===== config.mk =====
export PLATFORM = sky130hd
export DESIGN_NAME = flash_access_guard
export DESIGN_NICKNAME = d
export VERILOG_FILES = /design/src/flash_guard_pkg.sv /design/src/flash_access_guard.sv
export SDC_FILE = /design/constraint.sdc
export NUM_CORES = 1
export LEC_CHECK = 0
export BUFFER_PORTS_ARGS = -buffer_cell sky130_fd_sc_hd__buf_4
export CORE_ASPECT_RATIO = 0.7
export CORE_MARGIN = 2
export CORE_UTILIZATION = 44
export DETAILED_ROUTE_END_ITERATION = 8
export GPL_TIMING_DRIVEN = 0
export PLACE_DENSITY = 0.8
export SLEW_MARGIN = 25
export SYNTH_ARGS = -nofsm -noshare
export SYNTH_HDL_FRONTEND = slang
export SYNTH_SLANG_ARGS = --single-unit

===== constraint.sdc =====
create_clock -name hclk -period 3.05 [get_ports hclk]
set_clock_uncertainty 0.15 [all_clocks]
set_input_delay 0.61 -clock hclk [delete_from_list [all_inputs] [get_ports hclk]]
set_output_delay 0.61 -clock hclk [all_outputs]
set_load 0.01 [all_outputs]

===== src/flash_guard_pkg.sv =====
// Purpose: shared constants and types for the flash access security guard
// Assumes: 64 KB program flash in 1024-byte pages, byte-wide data
// Notes:   register map sits on a 32-bit AHB-Lite slave
//
// Summary of operation
// - scratchpad replaces low page when enabled
// - no instruction fetch from the scratchpad
// - firmware external-move reads go to auxiliary RAM
// - firmware modify needs write enable, erase both
// - lock byte complement gives locked page count
// - lock byte page locked when any bit clear
// - unlocked pages open to every source
// - locked page: debug ignored, unlocked code faults
// - lock page reads follow locked-page policy
// - firmware lock page erase always faults
// - written lock byte is frozen until wipe
// - reserved area closed to every source
// - forbidden debug accesses are silently dropped
// - fault reset sets the fault flag
// - full-chip wipe erases all, unlocks everything
// - full-chip wipe also clears the scratchpad
// - scratchpad locked when all pages locked
// - lock decode is latched only at reset
// - part identification byte read at 0xFFFE
// - modify without supply monitor causes fault
// - supply monitor enables set after power-on
// - erase is whole page to 0xFF
package flash_guard_pkg;

    // ------------------------------------------------------------
    // address map of the flash
    // ------------------------------------------------------------
    localparam int ADDR_W = 16;
    localparam int PAGE_SHIFT = 10;
    localparam logic [15:0] SCRATCH_LAST = 16'h03FF;
    localparam logic [15:0] LOCK_ADDR = 16'hFBFF;
    localparam logic [5:0] LOCK_PAGE = 6'h3E;
    localparam logic [15:0] RSV_BASE = 16'hFC00;
    localparam logic [15:0] PART_ID_ADDR = 16'hFFFE;
    localparam logic [7:0] LOCK_ERASED = 8'hFF;

    // ------------------------------------------------------------
    // register map, byte addresses
    // ------------------------------------------------------------
    localparam logic [7:0] OFS_CTRL = 8'h00;
    localparam logic [7:0] OFS_CAUSE = 8'h04;
    localparam logic [7:0] OFS_STATUS = 8'h08;
    localparam int CTRL_WR_EN = 0;
    localparam int CTRL_ER_EN = 1;
    localparam int CTRL_SCR_EN = 2;
    localparam int CAUSE_POR = 0;
    localparam int CAUSE_MON_EN = 1;
    localparam int CAUSE_MON_RST = 2;
    localparam int CAUSE_FAULT = 3;
    localparam logic [2:0] CTRL_RESET = 3'h0;
    localparam logic [3:0] CAUSE_RESET = 4'h7;
    localparam int STAT_WRITTEN = 8;
    localparam int STAT_ID_LSB = 16;

    typedef enum logic [2:0] {
        OP_FETCH,
        OP_CODE_READ,
        OP_EXT_READ,
        OP_EXT_WRITE,
        OP_PAGE_ERASE
    } access_op_t;

    typedef enum logic [1:0] {
        FK_READ,
        FK_WRITE,
        FK_ERASE,
        FK_WIPE
    } flash_kind_t;

    typedef struct packed {
        logic valid;
        logic from_debug;
        access_op_t op;
        logic [15:0] addr;
        logic [15:0] fetch_addr;
        logic [7:0] wdata;
    } access_req_t;

    typedef struct packed {
        logic valid;
        logic scratch;
        flash_kind_t kind;
        logic [15:0] addr;
        logic [7:0] wdata;
    } flash_cmd_t;

endpackage


===== src/flash_access_guard.sv =====
// Purpose: checks each flash access against enables, lock byte and source
// Assumes: lock_byte_in shows the stored lock byte whenever sampled
// Notes:   one request per cycle; every verdict appears one cycle later
//
// Design decisions made here: the placing of the registers and the AHB-Lite slave port.
`timescale 1ns/1ns
`default_nettype none

module flash_access_guard
    import flash_guard_pkg::*;
#(
    parameter logic [7:0] PART_ID = 8'h5A // arbitrary value
) (
    // clock and reset
    input wire logic hclk,
    input wire logic hresetn,
    // ahb-lite slave
    input wire logic hsel,
    input wire logic [31:0] haddr,
    input wire logic [1:0] htrans,
    input wire logic hwrite,
    input wire logic [2:0] hsize,
    input wire logic [31:0] hwdata,
    input wire logic hready,
    output logic [31:0] hrdata,
    output logic hreadyout,
    output logic hresp,
    // access requests from core and debug port
    input wire access_req_t req,
    output logic req_ready,
    input wire logic full_chip_wipe,
    input wire logic [7:0] lock_byte_in,
    // verdicts
    output flash_cmd_t flash_cmd,
    output logic aux_ram_sel,
    output logic debug_ignored,
    output logic flash_fault_device_reset,
    output logic id_valid,
    output logic [7:0] id_data
);

    // ------------------------------------------------------------
    // software visible state
    // ------------------------------------------------------------
    logic [2:0] program_store_control_q;
    logic [3:0] reset_cause_register_q;
    logic [7:0] lock_n_q;
    logic lock_written_q;
    logic latch_pend_q;
    logic fault_q;

    // ------------------------------------------------------------
    // ahb-lite slave, zero wait states
    // ------------------------------------------------------------
    logic wr_pend_q;
    logic [7:0] ap_addr_q;
    logic [31:0] rd_word;
    logic ap_take;

    assign ap_take = hsel && hready && htrans[1];
    assign hreadyout = 1'b1;
    assign hresp = 1'b0;

    always_ff @(posedge hclk or negedge hresetn) begin
        if (!hresetn) begin
            wr_pend_q <= 1'b0;
            ap_addr_q <= 8'h00;
        end else begin
            wr_pend_q <= ap_take && hwrite;
            if (ap_take) begin
                ap_addr_q <= haddr[7:0];
            end
        end
    end

    // unmapped offsets read as zero and swallow writes
    // read word is captured in the address phase so it stands for the
    // whole data phase; a write still in its data phase is not seen yet
    always_comb begin
        rd_word = 32'h0000_0000;
        if (haddr[7:0] == OFS_CTRL) begin
            rd_word[2:0] = program_store_control_q;
        end else if (haddr[7:0] == OFS_CAUSE) begin
            rd_word[3:0] = reset_cause_register_q;
        end else if (haddr[7:0] == OFS_STATUS) begin
            rd_word[7:0] = lock_n_q;
            rd_word[STAT_WRITTEN] = lock_written_q;
            rd_word[STAT_ID_LSB +: 8] = PART_ID;
        end
    end

    always_ff @(posedge hclk or negedge hresetn) begin
        if (!hresetn) begin
            hrdata <= 32'h0000_0000;
        end else if (ap_take && !hwrite) begin
            hrdata <= rd_word;
        end
    end

    always_ff @(posedge hclk or negedge hresetn) begin
        if (!hresetn) begin
            program_store_control_q <= CTRL_RESET;
        end else if (wr_pend_q && ap_addr_q == OFS_CTRL) begin
            program_store_control_q <= hwdata[2:0];
        end
    end

    // flags only clear where software writes zero; a set in the same
    // cycle wins so no fault is lost
    always_ff @(posedge hclk or negedge hresetn) begin
        if (!hresetn) begin
            reset_cause_register_q <= CAUSE_RESET;
        end else begin
            if (wr_pend_q && ap_addr_q == OFS_CAUSE) begin
                reset_cause_register_q[CAUSE_MON_EN] <= hwdata[CAUSE_MON_EN];
                reset_cause_register_q[CAUSE_MON_RST] <=
                    hwdata[CAUSE_MON_RST];
                reset_cause_register_q[CAUSE_POR] <=
                    reset_cause_register_q[CAUSE_POR] && hwdata[CAUSE_POR];
                reset_cause_register_q[CAUSE_FAULT] <=
                    reset_cause_register_q[CAUSE_FAULT] && hwdata[CAUSE_FAULT];
            end
            if (fault_q) begin
                reset_cause_register_q[CAUSE_FAULT] <= 1'b1;
            end
        end
    end

    // ------------------------------------------------------------
    // lock decode, latched at reset only
    // ------------------------------------------------------------
    // a fault reset re-arms the latch so a freshly written lock byte
    // takes effect then, never mid-run
    always_ff @(posedge hclk or negedge hresetn) begin
        if (!hresetn) begin
            latch_pend_q <= 1'b1;
            lock_n_q <= 8'h00;
        end else if (latch_pend_q) begin
            latch_pend_q <= 1'b0;
            lock_n_q <= ~lock_byte_in;
        end else if (fault_q) begin
            latch_pend_q <= 1'b1;
        end else if (full_chip_wipe) begin
            lock_n_q <= 8'h00;
        end
    end

    assign req_ready = !latch_pend_q && !fault_q;

    // ------------------------------------------------------------
    // permission check
    // ------------------------------------------------------------
    logic any_lock;
    logic tgt_scratch;
    logic tgt_locked;
    logic src_locked;
    logic eff_write;
    logic eff_erase;
    logic is_read;
    logic is_lock_page;
    logic in_reserved;
    logic monitor_ok;
    logic deny;
    logic to_aux;
    logic id_read;

    function automatic logic page_locked(input logic [15:0] a,
                                         input logic [7:0] n);
        logic [7:0] idx;
        idx = {2'b00, a[15:PAGE_SHIFT]};
        page_locked = (idx < n) || (a[15:PAGE_SHIFT] == LOCK_PAGE &&
                                    n != 8'h00);
    endfunction

    assign any_lock = lock_n_q != 8'h00;
    assign tgt_scratch = program_store_control_q[CTRL_SCR_EN] &&
                         req.addr <= SCRATCH_LAST;
    // scratchpad counts as locked once all user pages are locked
    assign tgt_locked = tgt_scratch ?
                        (lock_n_q >= {2'b00, LOCK_PAGE}) :
                        page_locked(req.addr, lock_n_q);
    assign src_locked = page_locked(req.fetch_addr, lock_n_q);
    assign is_read = req.op == OP_CODE_READ;
    // firmware external writes reach flash only with write enabled,
    // and become page erases when erase is enabled too
    assign eff_write = req.op == OP_EXT_WRITE &&
                       (req.from_debug ||
                        (program_store_control_q[CTRL_WR_EN] &&
                         !program_store_control_q[CTRL_ER_EN]));
    assign eff_erase = req.from_debug ? req.op == OP_PAGE_ERASE :
                       (req.op == OP_EXT_WRITE &&
                        program_store_control_q[CTRL_WR_EN] &&
                        program_store_control_q[CTRL_ER_EN]);
    assign to_aux = !req.from_debug &&
                    (req.op == OP_EXT_READ ||
                     (req.op == OP_EXT_WRITE &&
                      !program_store_control_q[CTRL_WR_EN]));
    assign is_lock_page = !tgt_scratch &&
                          req.addr[15:PAGE_SHIFT] == LOCK_PAGE;
    assign id_read = is_read && req.addr == PART_ID_ADDR;
    assign in_reserved = req.addr >= RSV_BASE && !id_read;
    assign monitor_ok = reset_cause_register_q[CAUSE_MON_EN] &&
                        reset_cause_register_q[CAUSE_MON_RST];

    always_comb begin
        deny = 1'b0;
        // aux ram traffic never touches flash, so no flash rule applies
        if (to_aux) begin
            deny = 1'b0;
        end else if (req.op == OP_FETCH) begin
            deny = tgt_scratch;
        end else if (in_reserved) begin
            deny = 1'b1;
        end else if (!req.from_debug && (eff_write || eff_erase) &&
                     !monitor_ok) begin
            deny = 1'b1;
        end else if (eff_erase && is_lock_page) begin
            deny = !req.from_debug || any_lock;
        end else if (eff_write && req.addr == LOCK_ADDR &&
                     lock_written_q) begin
            deny = 1'b1;
        end else if (tgt_locked) begin
            deny = req.from_debug || !src_locked;
        end
    end

    // ------------------------------------------------------------
    // verdict registers
    // ------------------------------------------------------------
    logic take;
    logic grant;
    logic [15:0] cmd_addr;

    assign take = req.valid && req_ready;
    assign grant = take && !deny && !to_aux && !id_read &&
                   (is_read || eff_write || eff_erase);
    // erase targets the whole page so the array sets every byte
    assign cmd_addr = eff_erase ? {req.addr[15:PAGE_SHIFT], 10'h000} :
                      req.addr;

    always_ff @(posedge hclk or negedge hresetn) begin
        if (!hresetn) begin
            flash_cmd <= '0;
        end else if (full_chip_wipe && !latch_pend_q) begin
            flash_cmd.valid <= 1'b1;
            flash_cmd.scratch <= 1'b1;
            flash_cmd.kind <= FK_WIPE;
            flash_cmd.addr <= 16'h0000;
            flash_cmd.wdata <= 8'h00;
        end else begin
            flash_cmd.valid <= grant;
            flash_cmd.scratch <= tgt_scratch;
            flash_cmd.kind <= eff_erase ? FK_ERASE :
                              (eff_write ? FK_WRITE : FK_READ);
            flash_cmd.addr <= cmd_addr;
            flash_cmd.wdata <= req.wdata;
        end
    end

    always_ff @(posedge hclk or negedge hresetn) begin
        if (!hresetn) begin
            fault_q <= 1'b0;
            debug_ignored <= 1'b0;
            aux_ram_sel <= 1'b0;
        end else begin
            fault_q <= take && deny && !req.from_debug;
            debug_ignored <= take && deny && req.from_debug;
            aux_ram_sel <= take && to_aux && !deny;
        end
    end

    assign flash_fault_device_reset = fault_q;

    always_ff @(posedge hclk or negedge hresetn) begin
        if (!hresetn) begin
            id_valid <= 1'b0;
            id_data <= 8'h00;
        end else begin
            id_valid <= take && id_read;
            id_data <= PART_ID;
        end
    end

    // once any write hits the lock byte it stays frozen until a wipe
    always_ff @(posedge hclk or negedge hresetn) begin
        if (!hresetn) begin
            lock_written_q <= 1'b0;
        end else if (latch_pend_q) begin
            lock_written_q <= lock_byte_in != LOCK_ERASED;
        end else if (full_chip_wipe) begin
            lock_written_q <= 1'b0;
        end else if (grant && eff_write && req.addr == LOCK_ADDR) begin
            lock_written_q <= 1'b1;
        end
    end
endmodule

`default_nettype wire


After elaboration in Yosys (flattened, before gate mapping):

Cells that the tools add are included.

* order comparisons: 5
* equal/unequal tests: 13
* muxes and demuxes: 31
* bitwise logic cells: 1
* reductions and logical operators: 70

Operator list (number)
* 1-bit logical AND: 41
* 8-bit two-way mux: 5
* 16-bit == test (second input constant): 2
* 28-bit two-way mux: 1
* 8-bit by 3-bit == test with 1-bit output (second input constant): 2
* 16-bit >= comparator (second input constant): 1
* 16-bit by 10-bit <= comparator with 1-bit output (second input constant): 1
* 8-bit zero test: 2
* 6-bit by 8-bit less-than comparator with 1-bit output: 2
* 1-bit two-way mux: 16
* 6-bit == test (second input constant): 2
* 1-bit zero test: 12
* 10-bit two-way mux: 1
* 1-bit logical OR: 9
* 9-bit two-way mux: 1
* 8-bit by 4-bit == test with 1-bit output (second input constant): 1
* 8-bit by 6-bit >= comparator with 1-bit output (second input constant): 1
* 4-bit two-way mux: 2
* 8-bit != test (second input constant): 1
* 8-bit NOT: 1
* 8-bit nonzero test: 1
* 7-bit two-way mux: 1
* 3-bit by 2-bit == test with 1-bit output (second input constant): 2
* 6-bit two-way mux: 1
* 10 further kinds: 11

* flip-flop bits (word level): 76
* input port bits: 128
* output and inout port bits: 75
* logic and storage cells: 139

Depth between registers and ports, before layout:

* depth in word-level cells: 22
* gate-level depth with buffers: 8
* gate-level depth less buffers: 8

Least setup slack after synthesis:

No wires, ideal clock.

* path type: input to register
* from: input port req[36] (netlist bit)
* to: register debug_ignored
* data arrival time: 2043 ps
* required time: 2774 ps
* slack: 731 ps
* stages on the path: 7
* cells stage by stage: ha_1 -> a211o_1 -> a31oi_1 -> o311a_1 -> nor4_4 -> nor3_2 -> o311a_1

* cells in the longest elaborated chain, start to end: 13

RTL lines
* start: declaration: line flash_access_guard.sv:29 `input wire access_req_t req,`
* branches (longest 9 deep; another with 16-bit by 10-bit <= comparator with 1-bit output)
* 1-bit two-way mux (*): line flash_access_guard.sv:210 `end else if (req.op == OP_FETCH) begin`
* 1-bit two-way mux (*): line flash_access_guard.sv:208 `if (to_aux) begin`
* 1-bit logical AND (*) (2 in a row): line flash_access_guard.sv:267 `debug_ignored <= take && deny && req.from_debug;`
* end signal: assignment: line flash_access_guard.sv:267
* end: declaration: line flash_access_guard.sv:36 `output logic debug_ignored,`

Every way passes the cells marked *.
A chain may end at the register's enable or synchronous reset.

Final worst setup path:

* from: register lock_n_q[2]
* to: register debug_ignored

* cells in the longest elaborated chain, start to end: 14

RTL lines
* start: declaration: line flash_access_guard.sv:47 `logic [7:0] lock_n_q;`
* start signal: assignment: line flash_access_guard.sv:140 `lock_n_q <= ~lock_byte_in;`
* branches (longest 7 deep; another with 6-bit by 8-bit less-than comparator with 1-bit output)
* 1-bit two-way mux (*): line flash_access_guard.sv:217 `end else if (eff_erase && is_lock_page) begin`
* 1-bit two-way mux (*): line flash_access_guard.sv:214 `end else if (!req.from_debug && (eff_write || eff_erase) &&`
* 1-bit two-way mux (*): line flash_access_guard.sv:212 `end else if (in_reserved) begin`
* 1-bit two-way mux (*): line flash_access_guard.sv:210
* 1-bit two-way mux (*): line flash_access_guard.sv:208
* 1-bit logical AND (*) (2 in a row): line flash_access_guard.sv:267

Marks and branches as above.

==> metrics <==
ANT nets after route 0; Synth-to-Final Area Change 36.5%; # DRC 0; drt pass-1 iters 4; # clock sinks 69; gr usage total 20.8%; Max Cap Viol 0; io pins around 200; async set-reset flop share out of synthesis 100%; Worst Tran Pin Value 0.837 ns; status completed; crit path DAT around 2.4 ns; Critical R2R Capture debug_ignored$_DFF_PN0_; fin nets 594; Worst setup SP type flop; final core utilization 62.9%; Min-Delay Path Class in -> async; H-tree Lvls 3; Internal between 1500 and 2000 uW; Setup Crit Path Kind reg -> reg; die height 77.7 um; Synthesis Warnings 0; FILL cells between 600 and 700; post-synth top area share 47.6%; sequential power share between 40% and 50%; RSZ-0062 raised after global routing false; CTS root buf clkbuf_8; logic gate share of total power between 10% and 20%; sw frac 26.6%; setup bufs post-CTS 0; FF-to-FF Start lock_n_q[2]$_DFFE_PN0P_; period utilization between 70% and 80%; number of I/O port buffers between 100 and 150; pwr dens between 400 and 500 nW/um2; die area between 8000 and 9000 um2; Rows 26; Power Total 2260 uW; Post-DP HPWL 6.43 mm; Worst R2R Setup Slack between 0.6 and 0.7 ns; ANT cells 0; Critical Path Sink Type flop; CP Data Required Time 3.12 ns; Final Non-Filler Cells roughly 560; cell taking the most area after synthesis dfrtp_1; initial antenna violation count 0; routability cong. roughly 0.88; Seq/Total Area, Yosys between 50% and 60%; Post-Syn Area 3410 um2; Synth area leaders dfrtp_1, buf_4, and2_1; TritonCTS clock tree built; worst rel slew slack between 40% and 50%; initial DRC count approximately 180; Worst VDD drop ~0.21 mV; vias in the first global route 2800; Overflow after GRT 0; DP Cell Count ~540; core box area about 7400 um2; Worst-Skew Late Latency roughly 0.34 ns; clock share of power a little over a third; largest net degree at the start of global routing 70; fin crit period 2.36 ns; Mapped Avg Cell Area between 10 and 15 um2; Area after DPL 4450 um2; routed length per instance 14.7 um; hold buffer count at CTS 0; final std cell area, no fill ~4700 um2; Psw between 600 and 700 uW; final setup violation count 0; fin. max-slew vios 0; Post-synth EDFFs 0; Netlist cell types 50; layout cell share with drive strength beyond 1 39.9%; first-pass GRT wire length around 14 mm; Clock transition at path regs 0.08 ns; CTS buffer count 9; Worst Reg-to-Reg Cells 8; Yosys reg bits between 60 and 70; count leader, synth dfrtp_1; # resized after CTS 0; WL final 8.21 mm; Peak Freq 424 MHz; Fin. Hold Viols 0; drt via density 4.95; Syn Inst Count 312; Pleak approximately 0.0023 uW; Die Wd 109 um; critical path peak fanout 5; Primary FF master, synth dfrtp_1; setup_tns 0 ns; routed via count approximately 2800; Initial Utilization a little under half; CTS Buffer Depth 2; synth cell count leaders dfrtp_1, buf_4, nand2_1
-- cell type report --
type                       instances  area [um2]  share of cell area [%]
tap                               98         123                    2.63
multi-input combinational        218        1470                    31.6
buffer                            38         259                    5.56
timing repair buffer             109         818                    17.6
inverter                          11        41.3                   0.886
clock inverter                     6        88.8                    1.91
clock buffer                      10         128                    2.74
sequential                        69        1730                    37.1
-- layout by cell type, fill, tap and decap left out, types with 2 or more instances in the layout --
| cell | instances |
|---|---|
| buf_4 | 140 |
| dfrtp_1 | 65 |
| nand2_1 | 27 |
| conb_1 | 26 |
| and2_1 | 25 |
| nor2_1 | 16 |
| mux2_2 | 12 |
| inv_1 | 11 |
| mux2i_1 | 11 |
| ha_1 | 10 |
| a21oi_1 | 9 |
| o21ai_0 | 9 |
| clkbuf_8 | 9 |
| nand2b_1 | 8 |
| clkbuf_1 | 7 |
| nand4_1 | 7 |
| nor4_1 | 5 |
| a22o_1 | 5 |
| nor3_1 | 4 |
| dfstp_2 | 4 |
| o31ai_1 | 3 |
| nor2b_1 | 3 |
| o311a_1 | 3 |
| nor4b_1 | 2 |
| a31oi_1 | 2 |
| or4_4 | 2 |
| nand3_1 | 2 |
| nor4_4 | 2 |
| and4_1 | 2 |
| a21o_1 | 2 |
| o21a_1 | 2 |
| bufinv_16 | 2 |
| clkinvlp_4 | 2 |
-- through the flow --
step	worst slack [ns]	hold slack (ns)
after floorplan	0.731	0.164
after global placement	0.510	0.294
after detailed placement	0.476	0.301
after CTS	0.696	0.258
after global routing	0.522	0.292
final	0.691	0.232
-- routing by layer --
metal | track usage [%] | vias up | part of all wire (%)
met3 | 5.46 | 10 | 8.2
met2 | 33.6 | 106 | 48
li1 | - | 1334 | -
met1 | 27.2 | 1319 | 43
met4 | 6.46 | 0 | 0.88
met5 | 0 | - | 0
-- cell families (layout without fill, tap and decap cells) --
| group | after synthesis | count (layout) | synth area share [%] |
|---|---|---|---|
| other | 2 | 26 | 0.220 |
| AOI/OAI and AO/OA | 45 | 45 | 9.31 |
| DFF | 69 | 69 | 50.7 |
| adders and majority gates | 10 | 10 | 3.66 |
| and+or+nand+nor | 114 | 114 | 20.1 |
| buffers and inverters | 49 | 174 | 8.79 |
| muxes | 23 | 23 | 7.18 |
-- how the worst max path moves through the flow --
stage | from | endpoint | slack [ns] | depth (start not counted)
2_1_floorplan | req[36] | debug_ignored$_DFF_PN0_ | 0.73 | 7
3_3_place_gp | req[36] | debug_ignored$_DFF_PN0_ | 0.51 | 8
3_5_place_dp | req[36] | debug_ignored$_DFF_PN0_ | 0.48 | 8
4_1_cts | lock_n_q[2]$_DFFE_PN0P_ | debug_ignored$_DFF_PN0_ | 0.70 | 8
5_1_grt | lock_n_q[2]$_DFFE_PN0P_ | debug_ignored$_DFF_PN0_ | 0.52 | 8
6_report | lock_n_q[2]$_DFFE_PN0P_ | debug_ignored$_DFF_PN0_ | 0.69 | 8
-- critical path, stage by stage (launching register included) --
cell and delay (ns):
dfrtp_1 0.44, inv_1 0.09, ha_1 0.29, a211o_1 0.12, a31oi_1 0.04, o311a_1 0.39
nor4_4 0.27, nor3_2 0.10, o311a_1 0.36
-- power by group through the flow --
stage	clock [uW]	sequential [uW]	combinational, uW
6_report	811	1040	417
2_1_floorplan	0	1050	215
3_5_place_dp	0	1050	416
3_3_place_gp	0	1050	402
5_1_grt	875	1040	465
4_1_cts	828	1040	418
-- flip-flops by register name, indices dropped and copies added (netlist names) --
name / count
ap_addr_q: 8
aux_ram_sel: 1
debug_ignored: 1
flash_cmd: 28
flash_fault_device_reset: 1
hrdata: 10
id_data: 1
id_valid: 1
latch_pend_q: 1
lock_n_q: 8
lock_written_q: 1
program_store_control_q: 3
reset_cause_register_q: 4
wr_pend_q: 1
(Power assumes the default switching activity.)
